File: src/diag_monitor_defs.svh
`ifndef DIAG_MONITOR_DEFS_SVH
`define DIAG_MONITOR_DEFS_SVH

// ----------------------------------------------------------------
// register offsets
// ----------------------------------------------------------------
`define DIAG_ENABLE_CTRL_OFS       8'h53
`define SENSE_FILTER_FAULT_CFG_OFS 8'h54
`define BATTERY_RESULT_HIGH_OFS    8'h56
`define BATTERY_RESULT_LOW_TAG_OFS 8'h57
`define BIAS_RESULT_HIGH_OFS       8'h58
`define BIAS_RESULT_LOW_TAG_OFS    8'h59
`define INPUT1_POS_RESULT_HIGH_OFS 8'h5A

// ----------------------------------------------------------------
// sense_filter_fault_cfg fields
// ----------------------------------------------------------------
`define ANALOG_FILT_MSB            6
`define ANALOG_FILT_LSB            5
`define BATTERY_FILT_MSB           3
`define BATTERY_FILT_LSB           2
`define SHORT_MERGE_BIT            0
`define FILT_CFG_WRITE_MASK        8'h6D
`define FILT_CFG_RESET             8'h48
`define FILTER_CHOICE_RESET        2'h2
`define SHORT_MERGE_RESET          1'h0

// ----------------------------------------------------------------
// diag_enable_ctrl fields
// ----------------------------------------------------------------
`define FORCE_EN_BIT               7
`define EN_BIAS_LOAD_BIT           6
`define EN_BIAS_BIT                5
`define EN_BATTERY_BIT             4
`define EN_TEMP_BIT                3
`define EN_CTRL_WRITE_MASK         8'hFE
`define EN_CTRL_RESET              8'h00

// ----------------------------------------------------------------
// result layout and channel tags
// ----------------------------------------------------------------
`define RESULT_RESET               12'h000
`define RESULT_UPPER_MSB           11
`define RESULT_UPPER_LSB           4
`define RESULT_LOWER_MSB           3
`define RESULT_LOWER_LSB           0
`define TAG_BATTERY                4'h0
`define TAG_BIAS                   4'h1
`define TAG_INPUT1_POS             4'h2
`define READ_IDLE_VALUE            8'h00

`endif

File: src/diag_monitor_pkg.sv
package diag_monitor_pkg;

    typedef logic [7:0]  reg_byte_t;
    typedef logic [11:0] sar_result_t;
    typedef logic [3:0]  chan_tag_t;

    // sense path filter corner
    typedef enum logic [1:0] {
        FILT_3M5HZ  = 2'h0,
        FILT_200KHZ = 2'h1,
        FILT_100KHZ = 2'h2,
        FILT_BYPASS = 2'h3
    } filter_choice_t;

endpackage : diag_monitor_pkg

File: src/result_slot_if.sv
`timescale 1ns/1ps
interface result_slot_if;
    logic                      load;
    diag_monitor_pkg::sar_result_t data;
    logic [7:0]                upper;
    logic [3:0]                lower;

    modport producer (output load, output data, input upper, input lower);
    modport slot     (input load, input data, output upper, output lower);
endinterface : result_slot_if

File: src/diag_result_slot.sv
`timescale 1ns/1ps
`include "diag_monitor_defs.svh"

module diag_result_slot
    import diag_monitor_pkg::*;
(
    input  wire logic   core_clk_i,
    input  wire logic   sys_rst_i,
    result_slot_if.slot port
);

    sar_result_t result_q;

    // ----------------------------------------------------------------
    // result storage
    // ----------------------------------------------------------------
    always_ff @(posedge core_clk_i) begin
        if (sys_rst_i) begin
            result_q <= `RESULT_RESET;
        end else if (port.load) begin
            result_q <= port.data;
        end
    end

    assign port.upper = result_q[`RESULT_UPPER_MSB:`RESULT_UPPER_LSB];
    assign port.lower = result_q[`RESULT_LOWER_MSB:`RESULT_LOWER_LSB];

endmodule : diag_result_slot

File: src/diag_monitor_registers.sv
`timescale 1ns/1ps
`include "diag_monitor_defs.svh"

// Operation
// - two 2-bit filter fields: 3.5MHz, 200kHz, 100kHz, bypass; both reset to 100kHz
// - merge bit 0 reports input overvoltage and short-to-battery separately; resets 0
// - merge bit 1 ORs both conditions into one battery-short fault
// - reserved config bits read zero; software writes only zero there
// - battery, bias, input1 positive upper result bytes, read-only, reset zero
// - low result registers: nibble in 7..4, fixed tag in 3..0 (battery 0, bias 1)
// - force 0: any input diagnostic auto-enables battery, bias, load, temperature
module diag_monitor_registers
    import diag_monitor_pkg::*;
(
    input  wire logic           core_clk_i,
    input  wire logic           sys_rst_i,
    // register port
    input  wire logic [7:0]     reg_addr_i,
    input  wire logic [7:0]     reg_wdata_i,
    input  wire logic           reg_wr_i,
    input  wire logic           reg_rd_i,
    output logic [7:0]          reg_rdata_o,
    output logic                reg_rvalid_o,
    // converter results
    input  wire logic           sar_valid_i,
    input  wire logic [3:0]     sar_channel_i,
    input  wire logic [11:0]    sar_data_i,
    // fault conditions
    input  wire logic           input_overvoltage_i,
    input  wire logic           input_short_battery_i,
    input  wire logic           input_diag_any_i,
    output logic                overvoltage_fault_o,
    output logic                battery_short_fault_o,
    // sense path settings
    output filter_choice_t      analog_supply_filter_choice_o,
    output filter_choice_t      battery_filter_choice_o,
    // diagnostic enables
    output logic                battery_diag_en_o,
    output logic                bias_diag_en_o,
    output logic                bias_load_diag_en_o,
    output logic                temp_diag_en_o
);

    // ----------------------------------------------------------------
    // write decode
    // ----------------------------------------------------------------
    logic filt_cfg_wr;
    logic en_ctrl_wr;

    assign filt_cfg_wr = reg_wr_i && (reg_addr_i == `SENSE_FILTER_FAULT_CFG_OFS);
    assign en_ctrl_wr  = reg_wr_i && (reg_addr_i == `DIAG_ENABLE_CTRL_OFS);

    // ----------------------------------------------------------------
    // configuration storage
    // ----------------------------------------------------------------
    filter_choice_t analog_supply_filter_choice_q;
    filter_choice_t battery_filter_choice_q;
    logic           battery_short_merge_q;
    reg_byte_t      enable_ctrl_q;
    reg_byte_t      filt_wdata;
    reg_byte_t      en_wdata;

    assign filt_wdata = reg_wdata_i & `FILT_CFG_WRITE_MASK;
    assign en_wdata   = reg_wdata_i & `EN_CTRL_WRITE_MASK;

    always_ff @(posedge core_clk_i) begin
        if (sys_rst_i) begin
            analog_supply_filter_choice_q <= filter_choice_t'(`FILTER_CHOICE_RESET);
            battery_filter_choice_q       <= filter_choice_t'(`FILTER_CHOICE_RESET);
            battery_short_merge_q         <= `SHORT_MERGE_RESET;
        end else if (filt_cfg_wr) begin
            analog_supply_filter_choice_q <=
                filter_choice_t'(filt_wdata[`ANALOG_FILT_MSB:`ANALOG_FILT_LSB]);
            battery_filter_choice_q <=
                filter_choice_t'(filt_wdata[`BATTERY_FILT_MSB:`BATTERY_FILT_LSB]);
            battery_short_merge_q <= filt_wdata[`SHORT_MERGE_BIT];
        end
    end

    always_ff @(posedge core_clk_i) begin
        if (sys_rst_i) begin
            enable_ctrl_q <= `EN_CTRL_RESET;
        end else if (en_ctrl_wr) begin
            enable_ctrl_q <= en_wdata;
        end
    end

    assign analog_supply_filter_choice_o = analog_supply_filter_choice_q;
    assign battery_filter_choice_o       = battery_filter_choice_q;

    // ----------------------------------------------------------------
    // fault sources
    // ----------------------------------------------------------------
    logic merged_short;

    assign merged_short = input_overvoltage_i | input_short_battery_i;

    // ----------------------------------------------------------------
    // fault reporting
    // ----------------------------------------------------------------
    always_ff @(posedge core_clk_i) begin
        if (sys_rst_i) begin
            overvoltage_fault_o   <= 1'b0;
            battery_short_fault_o <= 1'b0;
        end else if (battery_short_merge_q) begin
            overvoltage_fault_o   <= 1'b0;
            battery_short_fault_o <= merged_short;
        end else begin
            overvoltage_fault_o   <= input_overvoltage_i;
            battery_short_fault_o <= input_short_battery_i;
        end
    end

    // ----------------------------------------------------------------
    // diagnostic enables
    // ----------------------------------------------------------------
    always_ff @(posedge core_clk_i) begin
        if (sys_rst_i) begin
            battery_diag_en_o   <= 1'b0;
            bias_diag_en_o      <= 1'b0;
            bias_load_diag_en_o <= 1'b0;
            temp_diag_en_o      <= 1'b0;
        end else if (enable_ctrl_q[`FORCE_EN_BIT]) begin
            battery_diag_en_o   <= enable_ctrl_q[`EN_BATTERY_BIT];
            bias_diag_en_o      <= enable_ctrl_q[`EN_BIAS_BIT];
            bias_load_diag_en_o <= enable_ctrl_q[`EN_BIAS_LOAD_BIT];
            temp_diag_en_o      <= enable_ctrl_q[`EN_TEMP_BIT];
        end else begin
            battery_diag_en_o   <= input_diag_any_i;
            bias_diag_en_o      <= input_diag_any_i;
            bias_load_diag_en_o <= input_diag_any_i;
            temp_diag_en_o      <= input_diag_any_i;
        end
    end

    // ----------------------------------------------------------------
    // converter result slots
    // ----------------------------------------------------------------
    result_slot_if battery_slot ();
    result_slot_if bias_slot ();
    result_slot_if input1_pos_slot ();

    assign battery_slot.load    = sar_valid_i && sar_channel_i == `TAG_BATTERY;
    assign battery_slot.data    = sar_data_i;
    assign bias_slot.load       = sar_valid_i && sar_channel_i == `TAG_BIAS;
    assign bias_slot.data       = sar_data_i;
    assign input1_pos_slot.load = sar_valid_i && sar_channel_i == `TAG_INPUT1_POS;
    assign input1_pos_slot.data = sar_data_i;

    diag_result_slot u_battery_slot (
        .core_clk_i (core_clk_i),
        .sys_rst_i  (sys_rst_i),
        .port       (battery_slot)
    );

    diag_result_slot u_bias_slot (
        .core_clk_i (core_clk_i),
        .sys_rst_i  (sys_rst_i),
        .port       (bias_slot)
    );

    diag_result_slot u_input1_pos_slot (
        .core_clk_i (core_clk_i),
        .sys_rst_i  (sys_rst_i),
        .port       (input1_pos_slot)
    );

    // ----------------------------------------------------------------
    // read path
    // ----------------------------------------------------------------
    reg_byte_t read_mux;

    always_comb begin
        read_mux = `READ_IDLE_VALUE;
        case (reg_addr_i)
            `SENSE_FILTER_FAULT_CFG_OFS: begin
                read_mux                                       = 8'h00;
                read_mux[`ANALOG_FILT_MSB:`ANALOG_FILT_LSB]    = analog_supply_filter_choice_q;
                read_mux[`BATTERY_FILT_MSB:`BATTERY_FILT_LSB]  = battery_filter_choice_q;
                read_mux[`SHORT_MERGE_BIT]                     = battery_short_merge_q;
            end
            `DIAG_ENABLE_CTRL_OFS: begin
                read_mux = enable_ctrl_q;
            end
            `BATTERY_RESULT_HIGH_OFS: begin
                read_mux = battery_slot.upper;
            end
            `BATTERY_RESULT_LOW_TAG_OFS: begin
                read_mux = {battery_slot.lower, `TAG_BATTERY};
            end
            `BIAS_RESULT_HIGH_OFS: begin
                read_mux = bias_slot.upper;
            end
            `BIAS_RESULT_LOW_TAG_OFS: begin
                read_mux = {bias_slot.lower, `TAG_BIAS};
            end
            `INPUT1_POS_RESULT_HIGH_OFS: begin
                read_mux = input1_pos_slot.upper;
            end
            default: begin
                read_mux = `READ_IDLE_VALUE;
            end
        endcase
    end

    always_ff @(posedge core_clk_i) begin
        if (sys_rst_i) begin
            reg_rdata_o <= `READ_IDLE_VALUE;
        end else if (reg_rd_i) begin
            reg_rdata_o <= read_mux;
        end
    end

    always_ff @(posedge core_clk_i) begin
        if (sys_rst_i) begin
            reg_rvalid_o <= 1'b0;
        end else begin
            reg_rvalid_o <= reg_rd_i;
        end
    end

endmodule : diag_monitor_registers

File: config.mk
export PLATFORM = sky130hd
export DESIGN_NAME = diag_monitor_registers
export DESIGN_NICKNAME = d
export VERILOG_FILES = /design/src/diag_monitor_pkg.sv /design/src/result_slot_if.sv /design/src/diag_result_slot.sv /design/src/diag_monitor_registers.sv
export VERILOG_INCLUDE_DIRS = /design/src
export SDC_FILE = /design/constraint.sdc
export NUM_CORES = 1
export LEC_CHECK = 0
export ABC_AREA = 1
export BUFFER_PORTS_ARGS = -buffer_cell sky130_fd_sc_hd__buf_2
export CELL_PAD_IN_SITES_DETAIL_PLACEMENT = 1
export CELL_PAD_IN_SITES_GLOBAL_PLACEMENT = 2
export CORE_MARGIN = 1
export CORE_UTILIZATION = 31
export CTS_CLUSTER_SIZE = 28
export DETAILED_ROUTE_END_ITERATION = 6
export PLACE_DENSITY_LB_ADDON = 0.1
export SETUP_SLACK_MARGIN = 0.15
export SYNTH_ARGS = -nofsm -noshare
export SYNTH_HDL_FRONTEND = slang
export SYNTH_SLANG_ARGS = --single-unit
File: constraint.sdc
create_clock -name core_clk_i -period 2.3 [get_ports core_clk_i]
set_clock_uncertainty 0.1 [all_clocks]
set_input_delay 0.23 -clock core_clk_i [delete_from_list [all_inputs] [get_ports core_clk_i]]
set_output_delay 0.23 -clock core_clk_i [all_outputs]
set_load 0.005 [all_outputs]
==> qor.yml <==
global_route:
  grt_start_max_net_pins: 40
  grt-ovfl-total: 0
  grt_pass1_wl_um: 12300
  grt_pass1_vias: 2506
  track_usage: 0.188
  antenna_found_initial: 0
setup_path:
  critPathArrivalTime_ns: 1.63
  rr_worst_depth: 6
  worstPathRequired_ns: 2.47
  reg2reg_slack_ns: 1.17
  cp-end-kind: "register"
  crit_fanout: 19
  start_kind: "primary input"
  critical_path_class: "primary input to register"
power_and_ir_drop:
  peakVddDrop_mv: 0.235
  p_per_area_nw_per_um2: 698
  leakage_nw: 1.34
sta:
  fin_crit_sh: 0.635
  timing.final.crit_period_ns: 1.46
  worst_pin_slew_ns: 0.581
  drv_slew: 0
  final-setup-viol-count: 0
  rsz0062_at_grt: "false"
  final.setup.tns_ns: 0
  slew_headroom: 0.611
  finalHoldViolCount: 0
  whs_ns: 0.0304
  timing.fmax_mhz: 685
  fin_ws_ns: 0.839
min_path:
  holdPathStages: 3
  hold_path_class: "primary input to register"
yosys:
  synth_area_um2: 2550
  synth-seq-area-share: 0.463
  synthTopCellsByArea: "dfxtp_1, o21ai_0, a21oi_1, nand3_1, nand2_1"
  synth_cell_types: 18
  syn_area_per_cell_um2: 7.11
  yosys_warnings: 0
  synth_top_area_frac: 0.463
  ys_ff_latch: 59
  syn_nets: 399
  synth_cells: 359
  yosysTopAreaCell: "dfxtp_1"
route:
  drtPass1Iterations: 4
  dr_total_vias: 2493
  drtAntennaViolNets: 0
  drt-initial-drc-count: 89
  drc_errors: 0
  wl_per_cell_um: 14.0
  wirelength_um: 7310
  avgViaCountPerCell: 4.76
floorplanning:
  ios: 59
  rows: 32
  dieArea_um2: 8600
  die_y_um: 92.8
  coreArea_um2: 7850
  start_util: 0.325
  chipWidth_um: 92.8
placement:
  place_ws_ns: 0.538
  placed_area_um2: 2920
  finalWeightedCongestion: 0.767
  portBuffers: 58
  dp_hpwl_um: 5500
final_layout:
  area_growth_syn_to_layout_pct: 23.2
  fill_cells: 1037
  utilization: 0.401
  drive_above_1_share: 0.220
  fin_nets: 458
  design_area_um2: 3150
  diodes: 0
clocking:
  clock_path_buffers: 2
  cts.clk_slew.worst_paths_ns: 0.06
  clock-root-buffer: "clkbuf_8"
  cts_tree: "built"
  h-tree-depth: 3
  cts_buffers: 9
  clk_latency_ns: 0.34
  clock_sinks: 59
flow_run:
  drv_cap: 0
status:
  status: "finished clean"
==> logic make-up after synthesis <==
family,Yosys count,share of synthesized area
buffers and inverters,62,0.101
AO/OA/AOI/OAI,96,0.190
AND/OR/NAND/NOR,142,0.246
flip-flops,59,0.463
==> Yosys cell counts <==
master    instances
a21oi_1          42
a21oi_2           1
buf_2             3
buf_6             3
clkbuf_1         10
clkinv_1          1
dfxtp_1          59
inv_1            40
inv_2             5
nand2_1          48
nand2_2           3
nand3_1          39
nand4_1           1
nor2_1           44
nor2_2            3
nor2_4            4
o21ai_0          44
o21ai_1           9
==> layout make-up <==
type,count,area (um^2),area share
clock buffers,14,183,0.0581
clock inverters,1,30.0,0.00955
repair buffers,64,338,0.107
inverters,46,173,0.0549
well taps,102,128,0.0406
flip-flops and latches,59,1180,0.375
multi-input cells,238,1110,0.354
==> per-stage QoR <==
step | power [W] | std cells
2_1_floorplan | 0.00115 | 359
3_3_place_gp | 0.00121 | 508
3_5_place_dp | 0.00122 | 508
4_1_cts | 0.00222 | 524
5_1_grt | 0.00228 | 524
6_report | 0.00220 | 524
==> where the power goes <==
part | total, W | leakage (nW) | switching [W] | internal [W]
sequential | 0.00105 | 0.478 | 0.00000801 | 0.00104
combinational | 0.000144 | 0.755 | 0.0000899 | 0.0000545
clock | 0.00100 | 0.109 | 0.000389 | 0.000614
total | 0.00220 | 1.34 | 0.000487 | 0.00171
==> path summary, 6_finish.rpt <==
| check | startpoint | to |
|---|---|---|
| setup / recovery | reg_addr_i[5] | reg_rdata_o[4]$_SDFFE_PP0P_ |
| hold / removal | input_overvoltage_i | overvoltage_fault_o$_SDFF_PP0_ |
| setup reg to reg | enable_ctrl_q[7]$_SDFFE_PP0P_ | reg_rdata_o[7]$_SDFFE_PP0P_ |
| hold reg to reg | battery_short_merge_q$_SDFFE_PP0P_ | overvoltage_fault_o$_SDFF_PP0_ |
==> registers in the layout, summed over array words and instances (netlist names) <==
name,cells
enable_ctrl_q,7
u_input1_pos_slot.result_q,8
temp_diag_en_o,1
battery_short_fault_o,1
battery_short_merge_q,1
u_battery_slot.result_q,12
analog_supply_filter_choice_o,2
u_bias_slot.result_q,12
battery_diag_en_o,1
battery_filter_choice_o,2
reg_rvalid_o,1
reg_rdata_o,8
bias_load_diag_en_o,1
overvoltage_fault_o,1
bias_diag_en_o,1
==> layer usage <==
| metal | up-vias | global-route usage | wire length (um) |
|---|---|---|---|
| li1 | 1282 | - | - |
| met1 | 1159 | 0.245 | 3600 |
| met2 | 47 | 0.305 | 3380 |
| met3 | 5 | 0.0517 | 276 |
| met4 | 0 | 0.0500 | 53 |
| met5 | - | 0 | 0 |
==> timing repair <==
item / CTS / global route
hold buffers: 1 / 0
setup buffers: 0 / 0
resized for setup: 0 / 0
hold endpoints to repair: 1 / 0
==> layout by cell type, fill, tap and decap left out, drive strengths merged <==
| cell type | count |
|---|---|
| a21oi | 43 |
| buf | 63 |
| nand3 | 39 |
| dfxtp | 59 |
| dlygate4sd3 | 1 |
| nand2 | 51 |
| inv | 45 |
| bufinv | 1 |
| clkbuf | 14 |
| nor2 | 51 |
| clkinv | 1 |
| nand4 | 1 |
| o21ai | 53 |
==> worst max-delay path: stages <==
cell	delay [ns]
buf_2	0.09
inv_1	0.04
nand2_1	0.07
nor2_4	0.37
buf_4	0.26
nand3_1	0.11
nand2_1	0.10
nor2_1	0.06
nand2_1	0.11
nand2_1	0.06
a21oi_1	0.11
Power figures use the tool's default switching activity.
